## src/hdl/cbx_pkg.sv

```systemverilog
// Package for the branch, skip and bit-operation execution core
package cbx_pkg;

	////////////////////////////////////////////////////////////////////////
	// Instruction classes, held in bits 15:12 of the instruction word
	typedef enum logic [3:0] {
		OP_REG1    = 4'h0,
		OP_REG2    = 4'h1,
		OP_CMP_IMM = 4'h3,
		OP_PC_RELATIVE_JUMP    = 4'h4,
		OP_PC_RELATIVE_CALL   = 4'h5,
		OP_BRANCH  = 4'h6,
		OP_SKIPREG = 4'h7,
		OP_IOBIT   = 4'h8,
		OP_MISC    = 4'h9,
		OP_LONG    = 4'hf
	} cbx_op_t;

	// Single-register operations, bits 11:8
	localparam logic [3:0] SUB_TEST_ZERO_OR_SIGN = 4'h0;
	localparam logic [3:0] SUB_ZERO_REGISTER_OP  = 4'h1;
	localparam logic [3:0] SUB_FILL_ONES_OP      = 4'h2;
	localparam logic [3:0] SUB_INCREMENT         = 4'h3;
	localparam logic [3:0] SUB_DECREMENT         = 4'h4;
	localparam logic [3:0] SUB_ROTATE_LEFT_CARRY = 4'h5;
	// Two-register operations, bits 11:10
	localparam logic [1:0] SUB_REGISTER_COMPARE  = 2'h0;
	localparam logic [1:0] SUB_COMPARE_CARRY_IN  = 2'h1;
	localparam logic [1:0] SUB_COMPARE_SKIP_EQ   = 2'h2;
	// I/O bit operations, bits 11:10
	localparam logic [1:0] SUB_IO_BIT_FORCE_ONE  = 2'h0;
	localparam logic [1:0] SUB_IO_BIT_FORCE_ZERO = 2'h1;
	localparam logic [1:0] SUB_SKIP_IO_BIT_CLEAR = 2'h2;
	localparam logic [1:0] SUB_SKIP_IO_BIT_SET   = 2'h3;
	// Indirect and return operations, bits 3:0
	localparam logic [3:0] SUB_PTR_INDIRECT_JUMP = 4'h0;
	localparam logic [3:0] SUB_PTR_INDIRECT_CALL = 4'h1;
	localparam logic [3:0] SUB_SUBROUTINE_EXIT   = 4'h2;
	localparam logic [3:0] SUB_INTERRUPT_EXIT    = 4'h3;

	////////////////////////////////////////////////////////////////////////
	// Flag positions in the status flags register
	localparam int FLG_C = 0;
	localparam int FLG_Z = 1;
	localparam int FLG_N = 2;
	localparam int FLG_V = 3;
	localparam int FLG_S = 4;
	localparam int FLG_H = 5;
	localparam int FLG_T = 6;
	localparam int FLG_I = 7;

	// Register pair that forms the 16-bit pointer, and base of immediates
	localparam logic [4:0] PTR_LO_REG   = 5'h1e;
	localparam logic [4:0] PTR_HI_REG   = 5'h1f;
	localparam logic       IMM_REG_BASE = 1'h1;

	////////////////////////////////////////////////////////////////////////
	// Cycle counts; the wait count is what remains after the first two cycles
	localparam int CYC_JUMP   = 2;
	localparam int CYC_CALL   = 3;
	localparam int CYC_RETURN = 4;
	localparam int CYC_BR_HIT = 2;
	localparam logic [1:0] WAIT_JUMP   = 2'(CYC_JUMP - 2);
	localparam logic [1:0] WAIT_CALL   = 2'(CYC_CALL - 2);
	localparam logic [1:0] WAIT_RETURN = 2'(CYC_RETURN - 2);
	localparam logic [1:0] WAIT_BR_HIT = 2'(CYC_BR_HIT - 2);
	localparam logic [1:0] WAIT_LONG   = 2'h0;

	localparam int STK_DEPTH = 16;
	localparam int STK_AW    = 4;

	typedef enum logic [1:0] {
		ST_EXEC = 2'b00,
		ST_WAIT = 2'b01,
		ST_SKIP = 2'b10,
		ST_IOWR = 2'b11
	} cbx_st_t;

	typedef struct packed {
		cbx_st_t                        st;
		logic [1:0]                     cnt;
		logic [15:0]                    pc;
		logic [STK_AW-1:0]              sp;
		logic [7:0]                     flags;
		logic [31:0][7:0]               rf;
		logic [STK_DEPTH-1:0][15:0]     stk;
		logic [4:0]                     io_addr;
		logic [7:0]                     io_data;
		logic [7:0]                     rf_rdata;
	} cbx_state_t;

	typedef struct packed {
		logic [4:0] addr;
		logic [7:0] wdata;
		logic       we;
		logic       re;
	} cbx_io_req_t;

	localparam cbx_state_t CBX_STATE_RST = '0;

endpackage

```

## src/hdl/cbx_core.sv

```systemverilog
// Execution core for compare, skip, branch, jump, return and I/O bit ops
`timescale 1ns/1ns
module cbx_core
	import cbx_pkg::*;
(
	input  wire logic        i_clk,
	input  wire logic        i_rst,
	input  wire logic        i_ce,
	input  wire logic [15:0] i_instr,
	output logic      [15:0] o_pc,
	input  wire logic [7:0]  i_io_rdata,
	output cbx_io_req_t      o_io,
	input  wire logic        i_rf_we,
	input  wire logic [4:0]  i_rf_addr,
	input  wire logic [7:0]  i_rf_wdata,
	input  wire logic        i_flags_we,
	input  wire logic [7:0]  i_flags_wdata,
	output logic      [7:0]  o_rf_rdata,
	output logic      [7:0]  o_flags,
	output logic      [3:0]  o_sp,
	output logic             o_busy
);

	////////////////////////////////////////////////////////////////////////
	// Instruction fields
	cbx_state_t  r;
	cbx_state_t  n;
	cbx_op_t     op;
	logic        exe;
	logic [4:0]  f_d;
	logic [4:0]  f_r;
	logic [4:0]  f_io;
	logic [2:0]  f_bit;
	logic [15:0] ptr_z;
	logic [15:0] pc_inc;
	logic [15:0] k_rel;
	logic [15:0] k_br;
	logic        br_flag;
	logic        br_taken;

	assign op     = cbx_op_t'(i_instr[15:12]);
	assign exe    = (r.st == ST_EXEC) && i_ce;
	assign f_d    = (op == OP_REG1) ? i_instr[4:0] : i_instr[9:5];
	assign f_r    = i_instr[4:0];
	assign f_io   = i_instr[7:3];
	assign f_bit  = (op == OP_SKIPREG) ? i_instr[10:8] : i_instr[2:0];
	assign ptr_z  = {r.rf[PTR_HI_REG], r.rf[PTR_LO_REG]};
	assign pc_inc = r.pc + 16'h0001;
	assign k_rel  = {{4{i_instr[11]}}, i_instr[11:0]};
	assign k_br   = {{8{i_instr[7]}}, i_instr[7:0]};

	// Signed form evaluates N xor V directly, not the stored S copy
	assign br_flag  = (i_instr[10:8] == 3'(FLG_S)) ?
		(r.flags[FLG_N] ^ r.flags[FLG_V]) : r.flags[i_instr[10:8]];
	// Carry, H, T, V and I branches are this selector with their position
	assign br_taken = br_flag ^ i_instr[11];

	////////////////////////////////////////////////////////////////////////
	// Next state
	always_comb begin
		logic [7:0] rd;
		logic [7:0] rr;
		logic [7:0] res;
		logic [8:0] dif;
		logic       skip;
		rd   = r.rf[f_d];
		rr   = r.rf[f_r];
		res  = 8'h00;
		dif  = 9'h000;
		skip = 1'b0;
		n    = r;
		case (r.st)
			ST_EXEC: begin
				n.pc = pc_inc;
				case (op)
					OP_REG1: begin
						res = rd;
						case (i_instr[11:8])
							SUB_TEST_ZERO_OR_SIGN: begin
								res = rd & rd;
								n.flags[FLG_V] = 1'b0;
							end
							SUB_ZERO_REGISTER_OP: begin
								res = rd ^ rd;
								n.flags[FLG_V] = 1'b0;
							end
							SUB_FILL_ONES_OP: res = 8'hff;
							SUB_INCREMENT: begin
								res = rd + 8'h01;
								n.flags[FLG_V] = (rd == 8'h7f);
							end
							SUB_DECREMENT: begin
								res = rd - 8'h01;
								n.flags[FLG_V] = (rd == 8'h80);
							end
							SUB_ROTATE_LEFT_CARRY: begin
								res = {rd[6:0], r.flags[FLG_C]};
								n.flags[FLG_C] = rd[7];
								n.flags[FLG_V] = res[7] ^ rd[7];
							end
							default: res = rd;
						endcase
						// Fill-ones leaves every flag alone
						if (i_instr[11:8] != SUB_FILL_ONES_OP &&
							i_instr[11:8] <= SUB_ROTATE_LEFT_CARRY) begin
							n.flags[FLG_Z] = (res == 8'h00);
							n.flags[FLG_N] = res[7];
							n.flags[FLG_S] = res[7] ^ n.flags[FLG_V];
						end
						// Test writes nothing back, so the register holds
						if (i_instr[11:8] != SUB_TEST_ZERO_OR_SIGN) begin
							n.rf[f_d] = res;
						end
					end
					OP_REG2, OP_CMP_IMM: begin
						if (op == OP_CMP_IMM) begin
							rd = r.rf[{IMM_REG_BASE, i_instr[11:8]}];
							rr = i_instr[7:0];
						end
						if (op == OP_REG2 &&
							i_instr[11:10] == SUB_COMPARE_SKIP_EQ) begin
							if (rd == rr) begin
								n.st = ST_SKIP;
							end
						end else if (op == OP_CMP_IMM ||
							i_instr[11:10] != 2'h3) begin
							// Difference is only used for flags
							dif = {1'b0, rd} - {1'b0, rr} - 9'(
								op == OP_REG2 &&
								i_instr[11:10] == SUB_COMPARE_CARRY_IN &&
								r.flags[FLG_C]);
							res = dif[7:0];
							n.flags[FLG_C] = dif[8];
							n.flags[FLG_Z] = (res == 8'h00);
							n.flags[FLG_N] = res[7];
							n.flags[FLG_V] = (rd[7] & ~rr[7] & ~res[7]) |
								(~rd[7] & rr[7] & res[7]);
							n.flags[FLG_S] = res[7] ^ n.flags[FLG_V];
							n.flags[FLG_H] = (~rd[3] & rr[3]) |
								(rr[3] & res[3]) | (res[3] & ~rd[3]);
						end
					end
					OP_PC_RELATIVE_JUMP, OP_PC_RELATIVE_CALL: begin
						n.pc  = pc_inc + k_rel;
						n.st  = ST_WAIT;
						n.cnt = WAIT_JUMP;
						if (op == OP_PC_RELATIVE_CALL) begin
							n.stk[r.sp] = pc_inc;
							n.sp        = r.sp + 4'h1;
							n.cnt       = WAIT_CALL;
						end
					end
					OP_BRANCH: begin
						// No flag is written on any branch path
						if (br_taken) begin
							n.pc  = pc_inc + k_br;
							n.st  = ST_WAIT;
							n.cnt = WAIT_BR_HIT;
						end
					end
					OP_SKIPREG: begin
						skip = (rr[f_bit] == i_instr[11]);
						if (skip) begin
							n.st = ST_SKIP;
						end
					end
					OP_IOBIT: begin
						if (i_instr[11]) begin
							skip = (i_io_rdata[f_bit] == i_instr[10]);
							if (skip) begin
								n.st = ST_SKIP;
							end
						end else begin
							// Only the addressed bit moves; the rest is read back
							n.io_addr = f_io;
							n.io_data = i_instr[10] ?
								(i_io_rdata & ~(8'h01 << f_bit)) :
								(i_io_rdata | (8'h01 << f_bit));
							n.st = ST_IOWR;
						end
					end
					OP_MISC: begin
						case (i_instr[3:0])
							SUB_PTR_INDIRECT_JUMP: begin
								n.pc  = ptr_z;
								n.st  = ST_WAIT;
								n.cnt = WAIT_JUMP;
							end
							SUB_PTR_INDIRECT_CALL: begin
								n.stk[r.sp] = pc_inc;
								n.sp        = r.sp + 4'h1;
								n.pc        = ptr_z;
								n.st        = ST_WAIT;
								n.cnt       = WAIT_CALL;
							end
							SUB_SUBROUTINE_EXIT, SUB_INTERRUPT_EXIT: begin
								n.sp  = r.sp - 4'h1;
								n.pc  = r.stk[r.sp - 4'h1];
								n.st  = ST_WAIT;
								n.cnt = WAIT_RETURN;
								if (i_instr[3:0] == SUB_INTERRUPT_EXIT) begin
									n.flags[FLG_I] = 1'b1;
								end
							end
							default: n.pc = pc_inc;
						endcase
					end
					OP_LONG: begin
						// Two-word filler; steps over its second word
						n.pc  = r.pc + 16'h0002;
						n.st  = ST_WAIT;
						n.cnt = WAIT_LONG;
					end
					default: n.pc = pc_inc;
				endcase
			end
			ST_SKIP: begin
				// The word now fetched is the one being skipped
				if (cbx_op_t'(i_instr[15:12]) == OP_LONG) begin
					n.pc  = r.pc + 16'h0002;
					n.st  = ST_WAIT;
					n.cnt = WAIT_LONG;
				end else begin
					n.pc = pc_inc;
					n.st = ST_EXEC;
				end
			end
			ST_WAIT: begin
				if (r.cnt == 2'h0) begin
					n.st = ST_EXEC;
				end else begin
					n.cnt = r.cnt - 2'h1;
				end
			end
			default: n.st = ST_EXEC;
		endcase
		// Side loads win over the instruction in the same cycle
		if (i_flags_we) begin
			n.flags = i_flags_wdata;
		end
		if (i_rf_we) begin
			n.rf[i_rf_addr] = i_rf_wdata;
		end
		n.rf_rdata = n.rf[i_rf_addr];
	end

	always_ff @(posedge i_clk) begin
		if (i_rst) begin
			r <= CBX_STATE_RST;
		end else if (i_ce) begin
			r <= n;
		end
	end

	////////////////////////////////////////////////////////////////////////
	// Outputs; strobes are gated so a frozen cycle has no side effect
	assign o_io = '{
		addr:  (r.st == ST_IOWR) ? r.io_addr : f_io,
		wdata: r.io_data,
		we:    (r.st == ST_IOWR) && i_ce,
		re:    exe && (op == OP_IOBIT)
	};
	assign o_pc       = r.pc;
	assign o_rf_rdata = r.rf_rdata;
	assign o_flags    = r.flags;
	assign o_sp       = r.sp;
	assign o_busy     = (r.st != ST_EXEC);

	////////////////////////////////////////////////////////////////////////
	// Checks
	logic is_tst;
	logic is_cmp;
	logic is_misc;
	assign is_tst  = exe && op == OP_REG1 &&
		i_instr[11:8] == SUB_TEST_ZERO_OR_SIGN && !i_rf_we && !i_flags_we;
	assign is_cmp  = exe && op == OP_REG2 &&
		i_instr[11:10] == SUB_REGISTER_COMPARE && !i_rf_we && !i_flags_we;
	assign is_misc = exe && op == OP_MISC;

	test_keeps_a: assert property (@(posedge i_clk) disable iff (i_rst)
		is_tst |=> r.rf[$past(f_d)] == $past(rd_probe) &&
			r.flags[FLG_Z] == ($past(rd_probe) == 8'h00))
		else $error("test changed register or wrong zero flag");

	logic [7:0] rd_probe;
	assign rd_probe = r.rf[f_d];

	pointer_indirect_jump_target_a: assert property (@(posedge i_clk) disable iff (i_rst)
		is_misc && i_instr[3:0] == SUB_PTR_INDIRECT_JUMP && !i_rf_we
		|=> o_pc == $past(ptr_z) && o_busy)
		else $error("indirect jump target wrong");

	pointer_indirect_call_push_a: assert property (@(posedge i_clk) disable iff (i_rst)
		is_misc && i_instr[3:0] == SUB_PTR_INDIRECT_CALL
		|=> r.stk[r.sp - 4'h1] == $past(pc_inc) && r.cnt == 2'h1)
		else $error("indirect call push wrong");

	cmp_nostore_a: assert property (@(posedge i_clk) disable iff (i_rst)
		is_cmp |=> r.rf == $past(r.rf) &&
			r.flags[FLG_C] == ($past(rd_probe) < $past(r.rf[f_r])))
		else $error("compare stored result or wrong carry");

	br_taken_a: assert property (@(posedge i_clk) disable iff (i_rst)
		exe && op == OP_BRANCH && !i_flags_we
		|=> o_pc == ($past(br_taken) ? $past(pc_inc + k_br) : $past(pc_inc))
			&& o_flags == $past(o_flags) && o_busy == $past(br_taken))
		else $error("branch target, timing or flags wrong");

	skip_eq_a: assert property (@(posedge i_clk) disable iff (i_rst)
		exe && op == OP_REG2 && i_instr[11:10] == SUB_COMPARE_SKIP_EQ &&
		rd_probe == r.rf[f_r] |=> r.st == ST_SKIP)
		else $error("compare skip did not enter skip");

	io_set_a: assert property (@(posedge i_clk) disable iff (i_rst)
		exe && op == OP_IOBIT && i_instr[11:10] == SUB_IO_BIT_FORCE_ONE
		##1 i_ce |-> o_io.we && o_io.wdata[$past(f_bit)] &&
			o_io.addr == $past(f_io))
		else $error("io bit set write wrong");

	io_clr_a: assert property (@(posedge i_clk) disable iff (i_rst)
		exe && op == OP_IOBIT && i_instr[11:10] == SUB_IO_BIT_FORCE_ZERO
		|=> o_io.wdata == ($past(i_io_rdata) & ~(8'h01 << $past(f_bit))))
		else $error("io bit clear data wrong");

	rol_carry_a: assert property (@(posedge i_clk) disable iff (i_rst)
		exe && op == OP_REG1 && i_instr[11:8] == SUB_ROTATE_LEFT_CARRY &&
		!i_rf_we && !i_flags_we
		|=> r.rf[$past(f_d)] == {$past(rd_probe[6:0]), $past(o_flags[FLG_C])}
			&& o_flags[FLG_C] == $past(rd_probe[7]))
		else $error("rotate left result or carry wrong");

	interrupt_exit_ie_a: assert property (@(posedge i_clk) disable iff (i_rst)
		is_misc && i_instr[3:0] == SUB_INTERRUPT_EXIT && !i_flags_we
		|=> o_flags[FLG_I] && r.cnt == 2'h2 && o_pc == $past(r.stk[r.sp-4'h1]))
		else $error("interrupt return wrong");

endmodule // cbx_core

```

## config.mk

```make
export PLATFORM = sky130hd
export DESIGN_NAME = cbx_core
export DESIGN_NICKNAME = d
export VERILOG_FILES = /design/src/hdl/cbx_pkg.sv /design/src/hdl/cbx_core.sv
export SDC_FILE = /design/constraint.sdc
export NUM_CORES = 2
export LEC_CHECK = 0
export ABC_AREA = 1
export ABC_CLOCK_PERIOD_IN_PS = 5400
export CAP_MARGIN = 25
export CORE_MARGIN = 5
export CORE_UTILIZATION = 50
export CTS_CLUSTER_DIAMETER = 50
export DETAILED_ROUTE_END_ITERATION = 16
export DONT_BUFFER_PORTS = 1
export PLACE_DENSITY = 0.73
export SETUP_SLACK_MARGIN = 0.3
export SLEW_MARGIN = 20
export SYNTH_ARGS = -nofsm -noshare
export SYNTH_HDL_FRONTEND = slang
export SYNTH_SLANG_ARGS = --single-unit
```

## constraint.sdc

```tcl
create_clock -name i_clk -period 5.4 [get_ports i_clk]
set_input_delay 0.54 -clock i_clk [delete_from_list [all_inputs] [get_ports i_clk]]
set_output_delay 0.54 -clock i_clk [all_outputs]
set_load 0.005 [all_outputs]
```

# == Word-level counts from Yosys, hierarchy flattened ==
# Cells that the tools add are included.
# classes
add_sub_neg,11
multipliers,0
div,0
n_lt_le_gt_ge,12
eq_ne,49
shifts,1
mux,86
bitwise_logic,25
n_reduce_logical,48
# op_table
op,count
$mux 256,5
$bwmux 256,3
$mux 531,1
$pmux 256 s2,1
$mux 8,16
$bmux 8 s5,3
$demux 8 s5,2
$bmux 16 s4,1
$demux 16 s4,1
$pmux 16 s2,2
$pmux 16 s4,1
$mux 16,3
$pmux 8 s6,1
$add 16x16->16,2
$bmux 8 s4,1
$mux 13,2
$reduce_and 5->1,5
$eq 4x3->1 const B,6
$lt 5x6->1 const B,4
$eq 4x2->1 const B,5
$mux 20,1
$mux 2,9
$ne 3x3->1 const B,6
$reduce_bool 2->1,9
68 further kinds,142
# word_totals
register_bits,565
latchBits,0
ramBits,0
rom_bits,0
input_bits,50
word_cells,293
memories,0

# == Longest topological paths before layout ==
# logic_depth
depth_word,21
ltp_mapped,34
mapped_depth_nobuf,32

# == Worst setup path after synthesis ==
# Ideal clock, no wire load.
# synth_path
kind,input to register
from,in i_instr[0]
to,"reg r, in the netlist o_flags[0]"
arrival_time_ps,4043
setup_slack_ps,1261
stages,27
path_buffers,2
path_cell_list,clkbuf_1 > inv_1 > nand3_1 > nand2_2 > buf_4 > nor2_4 > nand2_1 > nand3_1 > nand2_1 > nand2_1 > nor2_1 > nand2_2 > o21ai_0 > fa_1 > fa_1 > nand2_1 > a21o_1 > a21oi_1 > o21bai_1 > nand2_1 > inv_1 > nor2_1 > nor2_1 > nor2_1 > o21ai_0 > o221ai_1 > a221oi_1
# synth_via
elab_chain_len,13
elab_cells_between_ends,19
classes_between,add/sub: 2; mux: 17
# synth_rtl
element,line_no,rtl
from (decl),cbx_core.sv:9,"input wire logic [15:0] i_instr,"
$mux 5,cbx_core.sv:43,assign f_d = (op == OP_REG1) ? i_instr[4:0] : i_instr[9:5];
$bmux 8 s5,-,
$mux 8 (implied by the code),cbx_core.sv:66,rd = r.rf[f_d];
$mux 8,cbx_core.sv:116,if (op == OP_CMP_IMM) begin
$mux 8,cbx_core.sv:75,case (op)
$mux 8,cbx_core.sv:72,case (r.st)
$sub 8x8->9,cbx_core.sv:128,"dif = {1'b0, rd} - {1'b0, rr} - 9'("
$sub 9x1->9,cbx_core.sv:128,
$mux 6,cbx_core.sv:125,end else if (op == OP_CMP_IMM ||
$mux 6,cbx_core.sv:120,if (op == OP_REG2 &&
$pmux 5 s2 *,cbx_core.sv:75,
$mux 531 *,cbx_core.sv:72,
$mux 8 *,cbx_core.sv:238,if (i_flags_we) begin
to (signal assigned),cbx_core.sv:251,r <= n;
to (decl),cbx_core.sv:26,cbx_state_t r;
# Mark *: on every way between the ends. The rest lies on a longest branch, timed or not. The select of a mux whose other input is x is not followed.
# A chain may end at the register's enable or synchronous reset.

# == Worst setup path in the final report ==
# layout_path
from,in i_instr[14]
to,"reg r, in the netlist o_rf_rdata[7]"
# layout_via
elab_chain_len,16
elab_cells_between_ends,24
classes_between,add/sub: 2; order compare: 2; mux: 16; bitwise: 2; reduce/logical: 2
# layout_rtl
element,line_no,rtl
$logic_not 4->1 *,"cbx_core.sv:43, cbx_core.sv:75",
$mux 5,cbx_core.sv:43,
$bmux 8 s5,-,
$mux 8 (implied by the code),cbx_core.sv:66,
$sub 8x1->8 (tied with other cells),cbx_core.sv:93,res = rd - 8'h01;
$pmux 8 s6,cbx_core.sv:78,case (i_instr[11:8])
$mux 8,cbx_core.sv:75,
$mux 8,cbx_core.sv:72,
$bwmux 256,cbx_core.sv:112,n.rf[f_d] = res;
$mux 256,cbx_core.sv:111,if (i_instr[11:8] != SUB_TEST_ZERO_OR_SIGN) begin
$mux 256 *,cbx_core.sv:75,
$mux 531 *,cbx_core.sv:72,
$bwmux 256,cbx_core.sv:242,n.rf[i_rf_addr] = i_rf_wdata;
$mux 256 *,cbx_core.sv:241,if (i_rf_we) begin
$bmux 8 s5 *,cbx_core.sv:244,n.rf_rdata = n.rf[i_rf_addr];
$mux 8 (implied by the code) *,cbx_core.sv:244,
# Marks and branches as above.

==> flow_summary.yaml <==
setup_path:
  crit_type: "input pin to register"
  critPathLaunchType: "input pin"
  max_stage_delay_ns: 0.67
  cp_max_fo: 24
  worstPathArrival_ns: 5.47
  cp-end-kind: "register"
  crit_required_ns: 5.98
  cp_common_cell: "nand2_1"
  slowest_stage: "o21ai_0"
die:
  rows: 101
  core_area_sq_mm: 0.07557
  die_x_microns: 285.3
  die-area_sq_mm: 0.08139
  die_h_microns: 285.3
  start_util: 0.5014
  io_pins: 102
placement:
  gp_congestion: 1.112
  preCtsSetupSlack_ns: 0.08056
  placed_area_sq_mm: 0.04000
  numPortBuffers: 0
  dp_hpwl_microns: 131100
  dp_cells: 6881
yosys:
  syn_area_per_cell_sq_um: 6.271
  synth_fa_ha_area_frac: 0.02027
  synth-seq-area-share: 0.2985
  syn-cell-area_sq_mm: 0.03789
  yosys.area.top_type: "dfxtp_1"
  ys_top_cells_by_area: "dfxtp_1 (30%), a21oi_1 (13%), nand2_1 (13%)"
  syn-num-nets: 6151
  synth_simple_gate_area_frac: 0.2173
  synth_top_family_by_area: "compound AO/OA/AOI/OAI gates"
  ys_seq_elements: 565
  ys_warn_count: 0
  synth.distinct_cells: 56
  synth_compound_area_frac: 0.3615
  netlist_instances: 6042
  yosys.area_share.xor_xnor: 0.007165
  synth_ff_type: "dfxtp_1"
  synthMuxAreaShare: 0
  synth_top_area_frac: 0.2985
  synth_edf_count: 0
  synth-async-reset-ratio: 0
sta:
  tns_ns: 0
  layout_setup_ws_ns: 0.5106
  relSlewSlack: -0.2417
  post-route-period-util: 0.9054
  fin_hold_ws_ns: 0.01041
  fmax_mhz: 204.5
  skew_ns: 0.07313
  hold_viol: 0
  slew_viol_final: 215
  worstMarginPinSlew_ns: 1.863
  finalCriticalPeriod_ns: 4.889
  setup_viol: 0
  rsz0062_at_grt: "false"
finish:
  final_cells: 7057
  utilization: 0.5729
  nets: 6106
  fin_area_sq_mm: 0.04330
  fillers: 7378
  syn2layout_area_growth_pct: 14.27
  drive_above_1_share: 0.1018
cts:
  cts.sinks: 565
  cts_resized: 0
  tritoncts: "built"
  clk_pin_slew_ns: 0.05
  root_buffer: "clkbuf_16"
  clk_latency_ns: 0.70
  post_cts_buffers: 0
  ctsHtreeMaxLevel: 3
  cts_buffers: 89
  clockBufferDepth: 3
power_and_ir_drop:
  leakagePower_nw: 17.49
  power.density_mw_per_mm2: 325.1
  power.share.sequential: 0.331
  switching_share: 0.3477
  ir_drop_mv: 0.2847
  p_sw_mw: 4.895
  p_total_mw: 14.08
  combPwrFrac: 0.230
  clkPwrFrac: 0.439
  internal-power_mw: 9.181
detailed_routing:
  num_vias: 47410
  vias_per_cell: 6.718
  drc: 0
  drt_iter0_drc: 8089
  wl_microns: 192700
  antenna_left: 0
  drt-pass1-iter-count: 10
  wire_per_inst_microns: 27.30
grt:
  gr-total-overflow: 0
  grt_util_all_layers: 0.4493
  grt_pass1_vias: 42630
  grt_max_degree: 417
  antenna_found_initial: 7
  grt_pass1_wl_microns: 281300
run_status:
  violations: "max-slew violations"
  status: "finished with violations"
hold_path:
  hp-class: "input pin to register"
flow_run:
  maxCapViolCount: 0
==> power groups by stage <==
stage	combinational [mW]	clock, mW	sequential (mW)
after global placement	3.01	0	4.72
after CTS	3.07	6.18	4.63
final	3.23	6.18	4.66
after global routing	3.43	6.39	4.65
after floorplan	1.99	0	4.56
after detailed placement	3.04	0	4.71
==> worst paths after layout <==
check,from,endpoint,slack (ns),cells past startpoint
min,i_rst,r[452]$_SDFFE_PP0P_,0.01,1
max reg2reg,ptr_z[14]$_SDFFE_PP0P_,o_rf_rdata[7]$_SDFFE_PP0P_,0.73,26
max,i_instr[14],o_rf_rdata[7]$_SDFFE_PP0P_,0.51,32
min reg2reg,register,register,0.46,2
==> layout by cell type, fill, tap and decap left out, types with 89 or more instances in the layout <==
| cell type | n |
|---|---|
| dfxtp_1 | 564 |
| a21oi_1 | 972 |
| buf_4 | 320 |
| clkbuf_16 | 89 |
| o21ai_0 | 840 |
| a22oi_1 | 91 |
| o22ai_1 | 236 |
| inv_1 | 340 |
| nand3_1 | 237 |
| nor2_1 | 388 |
| nand2_1 | 1271 |
==> final cells by class <==
type,count,area (sq um),share of cell area
clock buffer,116,2449,0.05655
multi-input combinational,4596,23080,0.5330
antenna,7,17.52,0.0004046
clock inverter,50,780.7,0.01803
tap,978,1224,0.02826
sequential,565,11310,0.2613
timing repair buffer,347,2930,0.06768
inverter,398,1506,0.03479
==> cell families after synthesis <==
logic type      Yosys count
compound gates         2480
simple gates           2026
buf+inv                 881
flops                   565
fa+ha+maj                59
xor+xnor                 31
==> synthesized netlist by cell type, types with 58 or more instances <==
cell / number
o211ai_1: 58
o22ai_1: 236
dfxtp_1: 565
nand2_1: 1275
inv_1: 343
o21ai_0: 840
nor2_1: 408
nand3_1: 237
a211oi_1: 69
a21oi_1: 973
a22oi_1: 91
o21ai_1: 87
clkbuf_1: 364
==> timing repair <==
action / 4_1_cts / 5_1_grt
hold buffers: 3 / 0
endpoints found under the setup margin: 0 / 0
endpoints found under the hold margin: 58 / 0
==> worst max-delay path, delay by kind of cell <==
family / cells / cell delay, ns
AO/OA/AOI/OAI: 5 / 1.19
adder cells (fa/ha/maj): 1 / 0.27
buffers and inverters: 6 / 0.89
AND/OR/NAND/NOR: 20 / 2.55
==> layer usage <==
metal,up-vias,GRT usage,part of all wire
li1,20950,-,-
met1,21670,0.5782,0.37
met2,3835,0.6383,0.40
met3,945,0.1556,0.15
met4,10,0.2891,0.083
met5,-,0,0.00039
Power figures use the tool's default switching activity.
